<file path="config.mk">
export PLATFORM = sky130hd
export DESIGN_NAME = fpc_top
export DESIGN_NICKNAME = d
export VERILOG_FILES = /design/src/hdl/fpc_pkg.sv /design/src/hdl/fpc_meas_if.sv /design/src/hdl/fpc_top.sv /design/src/hdl/fpc_speed_sense_input_meas.sv /design/src/hdl/fpc_gpin.sv
export SDC_FILE = /design/constraint.sdc
export NUM_CORES = 1
export LEC_CHECK = 0
export BUFFER_PORTS_ARGS = -buffer_cell sky130_fd_sc_hd__buf_2
export CAP_MARGIN = 30
export CORE_ASPECT_RATIO = 0.7
export CORE_MARGIN = 2
export CORE_UTILIZATION = 55
export CTS_BUF_LIST = sky130_fd_sc_hd__clkbuf_8
export DETAILED_ROUTE_END_ITERATION = 8
export PLACE_DENSITY = 0.78
export SYNTH_ARGS = -nofsm -noshare
export SYNTH_HDL_FRONTEND = slang
export SYNTH_SLANG_ARGS = --single-unit
</file>
<file path="constraint.sdc">
create_clock -name clk_sys_i -period 2.05 [get_ports clk_sys_i]
set_input_delay 0.205 -clock clk_sys_i [delete_from_list [all_inputs] [get_ports clk_sys_i]]
set_output_delay 0.205 -clock clk_sys_i [all_outputs]
set_load 0.005 [all_outputs]
</file>
<file path="src/hdl/fpc_pkg.sv">
// Shared constants for the fan pulse-count and configuration bank.
// Assumes an 8-bit register port and a single 250 MHz system clock.
package fpc_pkg;
  localparam logic [7:0] ADDR_CFG1 = 8'h40;
  localparam logic [7:0] ADDR_STATUS = 8'h41;
  localparam logic [7:0] ADDR_PERIOD_BASE = 8'h30;
  localparam logic [7:0] ADDR_PULSE = 8'h7b;
  localparam logic [7:0] ADDR_CFG5 = 8'h7c;
  localparam logic [7:0] ADDR_CFG4 = 8'h7d;
  localparam logic [7:0] PULSE_RST = 8'h55;
  localparam logic [7:0] CFG5_RST = 8'h00;
  localparam logic [7:0] CFG1_RST = 8'h00;
  localparam logic [7:0] CFG4_RST = 8'h00;
  localparam int CFG1_LOCK_BIT = 1;
  localparam int CFG5_FMT_BIT = 0;
  localparam int CFG5_BAND_BIT = 1;
  localparam int CFG5_DIR_BIT = 2;
  localparam int CFG5_POL_BIT = 3;
  localparam int CFG4_PINF_LSB = 0;
  localparam logic [1:0] PINF_GENERAL = 2'h3;
  localparam int STAT_LEVEL_BIT = 0;
  localparam int STAT_LOCK_BIT = 1;
  localparam int NUM_FANS = 4;
  localparam int CODE_W = 2;
  localparam int PERIOD_W = 16;
  localparam logic signed [8:0] TEMP_OFFSET = 9'sh040;
  localparam int CLK_PERIOD_NS = 4;
  localparam int TICK_PERIOD_NS = 10000;
  localparam int TICK_CYC = TICK_PERIOD_NS / CLK_PERIOD_NS;

  typedef enum logic {
    FPC_ARM = 1'b0,
    FPC_COUNT = 1'b1
  } fpc_meas_state_e;

  function automatic logic signed [8:0] fpc_temp_decode(
    input logic [7:0] raw,
    input logic twos
  );
    logic signed [8:0] v;
    v = twos ? $signed({raw[7], raw}) : ($signed({1'b0, raw}) - TEMP_OFFSET);
    return v;
  endfunction
endpackage

</file>
<file path="src/hdl/fpc_meas_if.sv">
// Carrier between the bank and one fan measurement engine.
// Assumes both ends share clk_sys_i.
`timescale 1ns/10ps
interface fpc_meas_if;
  logic tick;
  logic sense;
  logic [fpc_pkg::CODE_W-1:0] code;
  logic [fpc_pkg::PERIOD_W-1:0] period;
  logic done;
  modport ctrl(output tick, output sense, output code,
               input period, input done);
  modport meas(input tick, input sense, input code,
               output period, output done);
endinterface

</file>
<file path="src/hdl/fpc_top.sv">
// Fan pulse-count and miscellaneous configuration bank with its consumers.
// Assumes a same-clock register port; fan and pin inputs are asynchronous.
//
// What this block does
// - Bits 1:0 set fan one pulse count
// - Bits 3:2 set fan two pulse count
// - Bits 5:4 set fan three pulse count
// - Bits 7:6 set fan four pulse count
// - Pulse-count register resets to 0x55
// - Bit 0 picks two's complement or offset-64
// - Format change reinterprets stored temperatures at once
// - Bit 1 picks high or low drive band
// - Bit 2 sets general pin direction
// - Bit 3 sets general pin output polarity
// - Lock makes fifth configuration register read-only
// - Fifth register resets zero; upper bits plain storage
// - General pin drives only with function code 11; its level reads back under any code
`timescale 1ns/10ps
module fpc_top (
  input wire logic clk_sys_i,
  input wire logic rst_n_i,
  input wire logic [7:0] reg_addr_i,
  input wire logic [7:0] reg_wdata_i,
  input wire logic reg_wr_i,
  input wire logic reg_rd_i,
  output logic [7:0] reg_rdata_o,
  input wire logic [fpc_pkg::NUM_FANS-1:0] speed_sense_i,
  output logic [fpc_pkg::NUM_FANS*fpc_pkg::PERIOD_W-1:0] fan_period_o,
  output logic [fpc_pkg::NUM_FANS-1:0] fan_done_o,
  output logic drive_frequency_band_o,
  input wire logic [7:0] temp_reading_i,
  input wire logic [7:0] temp_limit_i,
  output logic signed [8:0] temp_reading_o,
  output logic signed [8:0] temp_limit_o,
  output logic temp_over_limit_o,
  input wire logic gp_assert_i,
  input wire logic gp_pin_i,
  output logic gp_pin_o,
  output logic gp_pin_oe_o
);
  logic [7:0] pulse_r;
  logic [7:0] cfg5_r;
  logic [7:0] cfg1_r;
  logic [7:0] cfg4_r;
  logic [7:0] rdata_nxt;
  logic [15:0] tick_cnt_r;
  logic tick_r;
  logic lock;
  logic gp_enable;
  logic gp_level;
  logic wr_pulse;
  logic wr_cfg5;
  logic wr_cfg1;
  logic wr_cfg4;
  logic [fpc_pkg::NUM_FANS-1:0] sense_meta_r;
  logic [fpc_pkg::NUM_FANS-1:0] sense_sync_r;
  logic [fpc_pkg::NUM_FANS*fpc_pkg::PERIOD_W-1:0] period_flat;
  logic [fpc_pkg::NUM_FANS-1:0] done_flat;
  logic signed [8:0] reading_dec;
  logic signed [8:0] limit_dec;

  localparam logic [15:0] TICK_LAST = 16'(fpc_pkg::TICK_CYC - 1);

  assign lock = cfg1_r[fpc_pkg::CFG1_LOCK_BIT];
  assign gp_enable = (cfg4_r[fpc_pkg::CFG4_PINF_LSB +: 2] ==
                      fpc_pkg::PINF_GENERAL);
  assign wr_pulse = reg_wr_i && (reg_addr_i == fpc_pkg::ADDR_PULSE);
  assign wr_cfg5 = reg_wr_i && (reg_addr_i == fpc_pkg::ADDR_CFG5);
  assign wr_cfg1 = reg_wr_i && (reg_addr_i == fpc_pkg::ADDR_CFG1);
  assign wr_cfg4 = reg_wr_i && (reg_addr_i == fpc_pkg::ADDR_CFG4);

  // Register storage

  always_ff @(posedge clk_sys_i or negedge rst_n_i) begin
    if (!rst_n_i) begin
      pulse_r <= fpc_pkg::PULSE_RST;
    end else if (wr_pulse) begin
      pulse_r <= reg_wdata_i;
    end
  end

  // Upper nibble has no consumer but stays read/write
  always_ff @(posedge clk_sys_i or negedge rst_n_i) begin
    if (!rst_n_i) begin
      cfg5_r <= fpc_pkg::CFG5_RST;
    end else if (wr_cfg5 && !lock) begin
      cfg5_r <= reg_wdata_i;
    end
  end

  // Lock can only be released by reset, so a stray write cannot undo it
  always_ff @(posedge clk_sys_i or negedge rst_n_i) begin
    if (!rst_n_i) begin
      cfg1_r <= fpc_pkg::CFG1_RST;
    end else if (wr_cfg1) begin
      cfg1_r <= reg_wdata_i;
      cfg1_r[fpc_pkg::CFG1_LOCK_BIT] <=
        lock | reg_wdata_i[fpc_pkg::CFG1_LOCK_BIT];
    end
  end

  always_ff @(posedge clk_sys_i or negedge rst_n_i) begin
    if (!rst_n_i) begin
      cfg4_r <= fpc_pkg::CFG4_RST;
    end else if (wr_cfg4 && !lock) begin
      cfg4_r <= reg_wdata_i;
    end
  end

  // Read path

  always_comb begin
    rdata_nxt = 8'h00;
    if (reg_addr_i[7:3] == fpc_pkg::ADDR_PERIOD_BASE[7:3]) begin
      rdata_nxt = period_flat[{reg_addr_i[2:1], reg_addr_i[0], 3'h0} +: 8];
    end else begin
      unique case (reg_addr_i)
        fpc_pkg::ADDR_PULSE: begin
          rdata_nxt = pulse_r;
        end
        fpc_pkg::ADDR_CFG5: begin
          rdata_nxt = cfg5_r;
        end
        fpc_pkg::ADDR_CFG1: begin
          rdata_nxt = cfg1_r;
        end
        fpc_pkg::ADDR_CFG4: begin
          rdata_nxt = cfg4_r;
        end
        fpc_pkg::ADDR_STATUS: begin
          rdata_nxt[fpc_pkg::STAT_LEVEL_BIT] = gp_level;
          rdata_nxt[fpc_pkg::STAT_LOCK_BIT] = lock;
        end
        default: begin
          rdata_nxt = 8'h00;
        end
      endcase
    end
  end

  // Data stands only in the cycle after the strobe
  always_ff @(posedge clk_sys_i or negedge rst_n_i) begin
    if (!rst_n_i) begin
      reg_rdata_o <= 8'h00;
    end else if (reg_rd_i) begin
      reg_rdata_o <= rdata_nxt;
    end else begin
      reg_rdata_o <= 8'h00;
    end
  end

  // Measurement timebase

  always_ff @(posedge clk_sys_i or negedge rst_n_i) begin
    if (!rst_n_i) begin
      tick_cnt_r <= 16'h0000;
      tick_r <= 1'b0;
    end else if (tick_cnt_r == TICK_LAST) begin
      tick_cnt_r <= 16'h0000;
      tick_r <= 1'b1;
    end else begin
      tick_cnt_r <= tick_cnt_r + 16'h0001;
      tick_r <= 1'b0;
    end
  end

  // Fan sense synchronisers; only the second stage feeds the engines
  always_ff @(posedge clk_sys_i or negedge rst_n_i) begin
    if (!rst_n_i) begin
      sense_meta_r <= '0;
      sense_sync_r <= '0;
    end else begin
      sense_meta_r <= speed_sense_i;
      sense_sync_r <= sense_meta_r;
    end
  end

  // Fan i takes its count from bits 2i+1:2i of the pulse-count register
  genvar gi;
  generate
    for (gi = 0; gi < fpc_pkg::NUM_FANS; gi++) begin : g_fan
      fpc_meas_if mif ();
      assign mif.tick = tick_r;
      assign mif.sense = sense_sync_r[gi];
      assign mif.code = pulse_r[2*gi +: 2];
      assign period_flat[gi*fpc_pkg::PERIOD_W +: fpc_pkg::PERIOD_W] =
        mif.period;
      assign done_flat[gi] = mif.done;
      fpc_speed_sense_input_meas u_meas (
        .clk_sys_i(clk_sys_i),
        .rst_n_i(rst_n_i),
        .m(mif.meas)
      );
    end
  endgenerate

  // Registered copies keep top outputs straight from flops
  always_ff @(posedge clk_sys_i or negedge rst_n_i) begin
    if (!rst_n_i) begin
      fan_period_o <= '0;
      fan_done_o <= '0;
    end else begin
      fan_period_o <= period_flat;
      fan_done_o <= done_flat;
    end
  end

  // Drive band

  always_ff @(posedge clk_sys_i or negedge rst_n_i) begin
    if (!rst_n_i) begin
      drive_frequency_band_o <= 1'b0;
    end else begin
      drive_frequency_band_o <= cfg5_r[fpc_pkg::CFG5_BAND_BIT];
    end
  end

  // Temperature interpretation; decoding follows the live format bit,
  // so stored codes are never rewritten when the format changes

  assign reading_dec = fpc_pkg::fpc_temp_decode(temp_reading_i,
                         cfg5_r[fpc_pkg::CFG5_FMT_BIT]);
  assign limit_dec = fpc_pkg::fpc_temp_decode(temp_limit_i,
                       cfg5_r[fpc_pkg::CFG5_FMT_BIT]);

  always_ff @(posedge clk_sys_i or negedge rst_n_i) begin
    if (!rst_n_i) begin
      temp_reading_o <= 9'sh000;
      temp_limit_o <= 9'sh000;
      temp_over_limit_o <= 1'b0;
    end else begin
      temp_reading_o <= reading_dec;
      temp_limit_o <= limit_dec;
      temp_over_limit_o <= (reading_dec > limit_dec);
    end
  end

  // General-purpose pin

  fpc_gpin u_gpin (
    .clk_sys_i(clk_sys_i),
    .rst_n_i(rst_n_i),
    .gp_enable_i(gp_enable),
    .general_pin_direction_i(cfg5_r[fpc_pkg::CFG5_DIR_BIT]),
    .general_pin_polarity_i(cfg5_r[fpc_pkg::CFG5_POL_BIT]),
    .gp_assert_i(gp_assert_i),
    .gp_pin_i(gp_pin_i),
    .gp_pin_o(gp_pin_o),
    .gp_pin_oe_o(gp_pin_oe_o),
    .gp_level_o(gp_level)
  );
endmodule

</file>
<file path="src/hdl/fpc_speed_sense_input_meas.sv">
// One fan speed measurement engine: times the span of N sense pulses.
// Assumes sense is already synchronised and tick is a one-cycle enable.
`timescale 1ns/10ps
module fpc_speed_sense_input_meas (
  input wire logic clk_sys_i,
  input wire logic rst_n_i,
  fpc_meas_if.meas m
);
  fpc_pkg::fpc_meas_state_e state_r;
  logic sense_d_r;
  logic [2:0] target_r;
  logic [2:0] edges_r;
  logic [fpc_pkg::PERIOD_W-1:0] cnt_r;
  logic [fpc_pkg::PERIOD_W-1:0] period_r;
  logic done_r;
  logic rise;
  logic start;
  logic last_edge;
  logic stalled;

  assign rise = m.sense & ~sense_d_r;
  assign last_edge = (state_r == fpc_pkg::FPC_COUNT) && rise &&
                     ((edges_r + 3'h1) == target_r);
  assign start = rise && ((state_r == fpc_pkg::FPC_ARM) || last_edge);
  assign stalled = (state_r == fpc_pkg::FPC_COUNT) && m.tick && (&cnt_r) &&
                   !last_edge;
  assign m.period = period_r;
  assign m.done = done_r;

  always_ff @(posedge clk_sys_i or negedge rst_n_i) begin
    if (!rst_n_i) begin
      sense_d_r <= 1'b0;
    end else begin
      sense_d_r <= m.sense;
    end
  end

  always_ff @(posedge clk_sys_i or negedge rst_n_i) begin
    if (!rst_n_i) begin
      state_r <= fpc_pkg::FPC_ARM;
    end else begin
      unique case (state_r)
        fpc_pkg::FPC_ARM: begin
          if (rise) begin
            state_r <= fpc_pkg::FPC_COUNT;
          end
        end
        fpc_pkg::FPC_COUNT: begin
          // A stopped fan would otherwise hold the engine forever
          if (stalled) begin
            state_r <= fpc_pkg::FPC_ARM;
          end
        end
      endcase
    end
  end

  // Code is sampled only at the opening edge of a span
  always_ff @(posedge clk_sys_i or negedge rst_n_i) begin
    if (!rst_n_i) begin
      target_r <= 3'h2;
      edges_r <= 3'h0;
    end else if (start) begin
      target_r <= {1'b0, m.code} + 3'h1;
      edges_r <= 3'h0;
    end else if ((state_r == fpc_pkg::FPC_COUNT) && rise) begin
      edges_r <= edges_r + 3'h1;
    end
  end

  always_ff @(posedge clk_sys_i or negedge rst_n_i) begin
    if (!rst_n_i) begin
      cnt_r <= '0;
    end else if (start) begin
      cnt_r <= '0;
    end else if ((state_r == fpc_pkg::FPC_COUNT) && m.tick && !(&cnt_r)) begin
      cnt_r <= cnt_r + 16'h0001;
    end
  end

  always_ff @(posedge clk_sys_i or negedge rst_n_i) begin
    if (!rst_n_i) begin
      period_r <= '0;
      done_r <= 1'b0;
    end else begin
      done_r <= last_edge || stalled;
      if (last_edge || stalled) begin
        period_r <= cnt_r;
      end
    end
  end
endmodule

</file>
<file path="src/hdl/fpc_gpin.sv">
// General-purpose pin driver: direction, polarity and input sampling.
// Assumes the pad resolves the wire from gp_pin_oe_o.
`timescale 1ns/10ps
module fpc_gpin (
  input wire logic clk_sys_i,
  input wire logic rst_n_i,
  input wire logic gp_enable_i,
  input wire logic general_pin_direction_i,
  input wire logic general_pin_polarity_i,
  input wire logic gp_assert_i,
  input wire logic gp_pin_i,
  output logic gp_pin_o,
  output logic gp_pin_oe_o,
  output logic gp_level_o
);
  logic pin_meta_r;
  logic pin_sync_r;
  logic drive;

  assign drive = gp_enable_i && general_pin_direction_i;
  assign gp_level_o = pin_sync_r;

  always_ff @(posedge clk_sys_i or negedge rst_n_i) begin
    if (!rst_n_i) begin
      pin_meta_r <= 1'b0;
      pin_sync_r <= 1'b0;
    end else begin
      pin_meta_r <= gp_pin_i;
      pin_sync_r <= pin_meta_r;
    end
  end

  always_ff @(posedge clk_sys_i or negedge rst_n_i) begin
    if (!rst_n_i) begin
      gp_pin_oe_o <= 1'b0;
      gp_pin_o <= 1'b0;
    end else begin
      gp_pin_oe_o <= drive;
      if (drive) begin
        gp_pin_o <= general_pin_polarity_i ? gp_assert_i : ~gp_assert_i;
      end else begin
        gp_pin_o <= 1'b0;
      end
    end
  end
endmodule

</file>
==> reports/qor.yml <==
synthesis:
  synth_compound_area_share_pct: 4.56
  syn-num-nets: 1122
  yosys-mux-area-fraction_pct: 13.6
  synth_xor_area_share_pct: 4.93
  synth_edf_count: 0
  yosys_warnings: 0
  synthAdderAreaFrac_pct: 2.21
  synth_top_family_by_area: "multiplexers"
  async_flop_share_pct: 100
  syn_inst: 1056
  yosysUniqueCellTypes: 76
  post_synth_and_or_nand_nor_area_fraction_pct: 13.3
  syn_area_sq_um: 13600
  ys_seq_elements: 321
  syn-mean-instance-area_sq_um: 12.9
  seq_area_frac_synth_pct: 59.2
  synth_ff_type: "dfrtp_1"
run_status:
  status: "complete, no violations"
critical_path:
  slowest_delay_ps: 450
  cp_data_required_time_ps: 2510
  cp_top_family: "flip-flops"
  r2r-start: "g_fan[0].mif.tick"
  r2r_slack_ps: 70
  cp.arrival_ps: 2440
  path_buf_inv: 2
  cp-start-kind: "flip-flop"
  crit_chain: "buf_4 > and4_2 > nand2b_4 > o31ai_4 > clkbuf_16 > mux2_4"
  critPathMaxFanout: 8
  critPathKind: "reg -> reg"
  r2r_cells: 6
  r2r-end: "g_fan[3].u_meas.m.period[13]"
  cp-end-kind: "flip-flop"
  slowest_stage: "dfrtp_1"
global_route:
  grt_pass1_vias: 9538
  grt_pass1_wl_microns: 50400
  grt.total_usage_pct: 24.9
  antenna_found_initial: 0
  grtUsageMet2_pct: 37.5
  grt_max_degree: 79
  met1_usage_pct: 36.4
  top_usage_layer: "met2"
  grtUsageMet3_pct: 5.39
  gr-total-overflow: 0
final_layout:
  fin_nets: 1422
  drive_gt1_share_pct: 34.4
  area_delta_synth_final_pct: 24.3
  finalNonFillerCells: 1719
  num_antenna_cells: 0
clocking:
  cts.sinks: 321
  clk-insertion-delay-late_ps: 580
  h-tree-depth: 2
  cts-root-buf: "clkbuf_8"
  cts.path.max_buffers: 3
  clk_pin_slew_worst_paths_ps: 70
  numCtsBuffers: 48
  tritoncts: "done"
sta:
  clock_skew_ps: 20.7
  slew_violations: 0
  setup_viol: 0
  setup_ws_ps: 66.5
  max_slew.worst_pin.slew_ps: 491
  layout_min_cycle_time_ps: 1980
  clock.fmax_mhz: 504
  final-hold-violation-count: 0
  period_share_pct: 96.8
  holdWs_ps: 130
  relSlewSlack_pct: 67.3
  rsz0062_at_grt: "no"
job:
  cap_violations: 0
floorplanning:
  die_x_microns: 192
  fp-row-count: 48
  start_util_pct: 55.6
  fp.dieH_microns: 135
  die_area_sq_um: 26000
  io_pins: 140
  coreArea_sq_um: 24400
routing:
  num_vias: 9454
  drt_first_pass_iters: 7
  drc: 0
  ant_nets: 0
  wl_microns: 31300
  viasPerCell: 5.50
  routedWlPerCell_microns: 18.2
  drt_iter0_drc: 704
pwr:
  ir_drop_uv: 508
  p_leak_nw: 8.52
  p_per_area_nw_per_um2: 837
place:
  dp_hpwl_microns: 21900
  port_buffers: 139
  place_congestion: 0.872
  post-place-cells: 1592
  post-place-ws_ps: -398
hold_path:
  hold_end: "reg_rdata_o[1]"
  hold_depth: 3
  hold_class: "in -> reg"
  hold_start: "reg_addr_i[1]"
synth_stat cells (7+ instances only):
library cell    n  area [sq um]
nor4b_1         7          61.3
nand2b_1        7          43.8
mux2i_1        25           250
dfrtp_1       313          7830
nor2_1         93           349
nand2_1        57           214
and3_1         13          81.3
nor4_1         15          93.8
nor3_1         25           125
inv_1          30           113
and2_1          7          43.8
nor2b_1        13          81.3
o21ai_0        17          85.1
a31oi_1         8          50.1
xor2_1         23           201
xnor2_1        43           377
nand4_1        28           175
clkbuf_1       10          37.5
a21oi_1        31           155
nand3_1        40           200
mux4_2         11           248
ha_1           24           300
mux2_4         28           420
mux2_2         83           935
dfstp_2         8           210
flip-flops by register name, indices dropped and copies added (netlist names), 4 cells and up:
name / count
reg_rdata_o: 8
fan_done_o: 4
fan_period_o: 64
cfg4_r: 8
g_fan.u_meas.m.done: 4
temp_limit_o: 9
g_fan.u_meas.edges_r: 12
tick_cnt_r: 16
g_fan.u_meas.state_r: 4
g_fan.u_meas.sense_d_r: 4
g_fan.u_meas.cnt_r: 64
g_fan.u_meas.m.period: 64
cfg1_r: 8
sense_sync_r: 4
g_fan.u_meas.target_r: 12
sense_meta_r: 4
cfg5_r: 8
pulse_r: 8
temp_reading_o: 9
report_power, final:
part           internal, mW  switching (mW)  leakage, nW
combinational          1.07            1.14         3.63
sequential             6.59           0.153         4.31
clock                  2.79            2.39        0.577
metrics by stage:
stage	total power [mW]	util, %	instance area (sq um)	TNS [ps]
2_1_floorplan	8.02	-	13600	0
3_3_place_gp	8.67	63.0	15400	-5910
3_5_place_dp	8.75	63.0	15400	-8970
4_1_cts	14.1	68.5	16700	0
5_1_grt	14.8	69.1	16900	0
6_report	14.1	69.1	16900	0
layout make-up:
cell class	instances	area [sq um]
Multi-Input combinational cell	675	5360
Clock buffer	61	840
Tap cell	325	407
Clock inverter	27	139
Sequential cell	321	8040
Timing Repair Buffer	280	1990
Fill cell	1763	7550
Inverter	30	113
worst max-delay path by stage:
stage	from	endpoint	slack, ps	cells past startpoint
final	g_fan[0].mif.tick	g_fan[3].u_meas.m.period[13]	70	6
after global routing	g_fan[1].u_meas.edges_r[1]	g_fan[1].u_meas.cnt_r[12]	0.3	6
after CTS	g_fan[0].u_meas.edges_r[0]	g_fan[0].u_meas.target_r[2]	2	5
after detailed placement	g_fan[2].u_meas.edges_r[0]	g_fan[2].u_meas.m.period[0]	-400	6
after global placement	g_fan[2].u_meas.edges_r[1]	g_fan[2].u_meas.m.period[8]	-270	6
after floorplan	g_fan[2].u_meas.edges_r[0]	g_fan[2].u_meas.m.period[10]	0.2	7
placed cells by master, fill, tap and decap left out, types with 25 or more instances in the layout:
cell	n
xnor2_1	41
nand3_1	39
nand4_1	28
clkbuf_8	61
nor2_1	90
buf_4	95
dlygate4sd3_1	33
buf_2	138
mux2_2	83
nand2_1	57
mux2i_1	25
dfrtp_1	313
a21oi_1	30
mux2_4	28
inv_1	51
logic make-up (layout without fill, tap and decap cells):
kind of cell	after synthesis	after routing
compound gates	92	92
buf+inv	60	398
simple gates	342	342
xor+xnor	70	70
mux	147	147
flops	321	321
fa+ha+maj	24	24
worst min-delay path: cells and delay by family:
family                 cells  cell delay [ps]
buffers and inverters      1              150
AO/OA/AOI/OAI              2              310
timing repair:
item	CTS	global route
setup buffers	3	2
setup endpoints to repair	51	109
gates resized for setup	2	19
pin swaps	2	6
hold endpoints to repair	127	0
gates cloned	0	1
hold buffers	33	0
layer usage:
layer / up-vias / part of all wire [%]
met5: - / 0
met4: 0 / 2.5
met3: 60 / 6.2
met2: 293 / 45
met1: 4736 / 46
li1: 4365 / -
No activity file was read; power rests on OpenSTA's default activity.
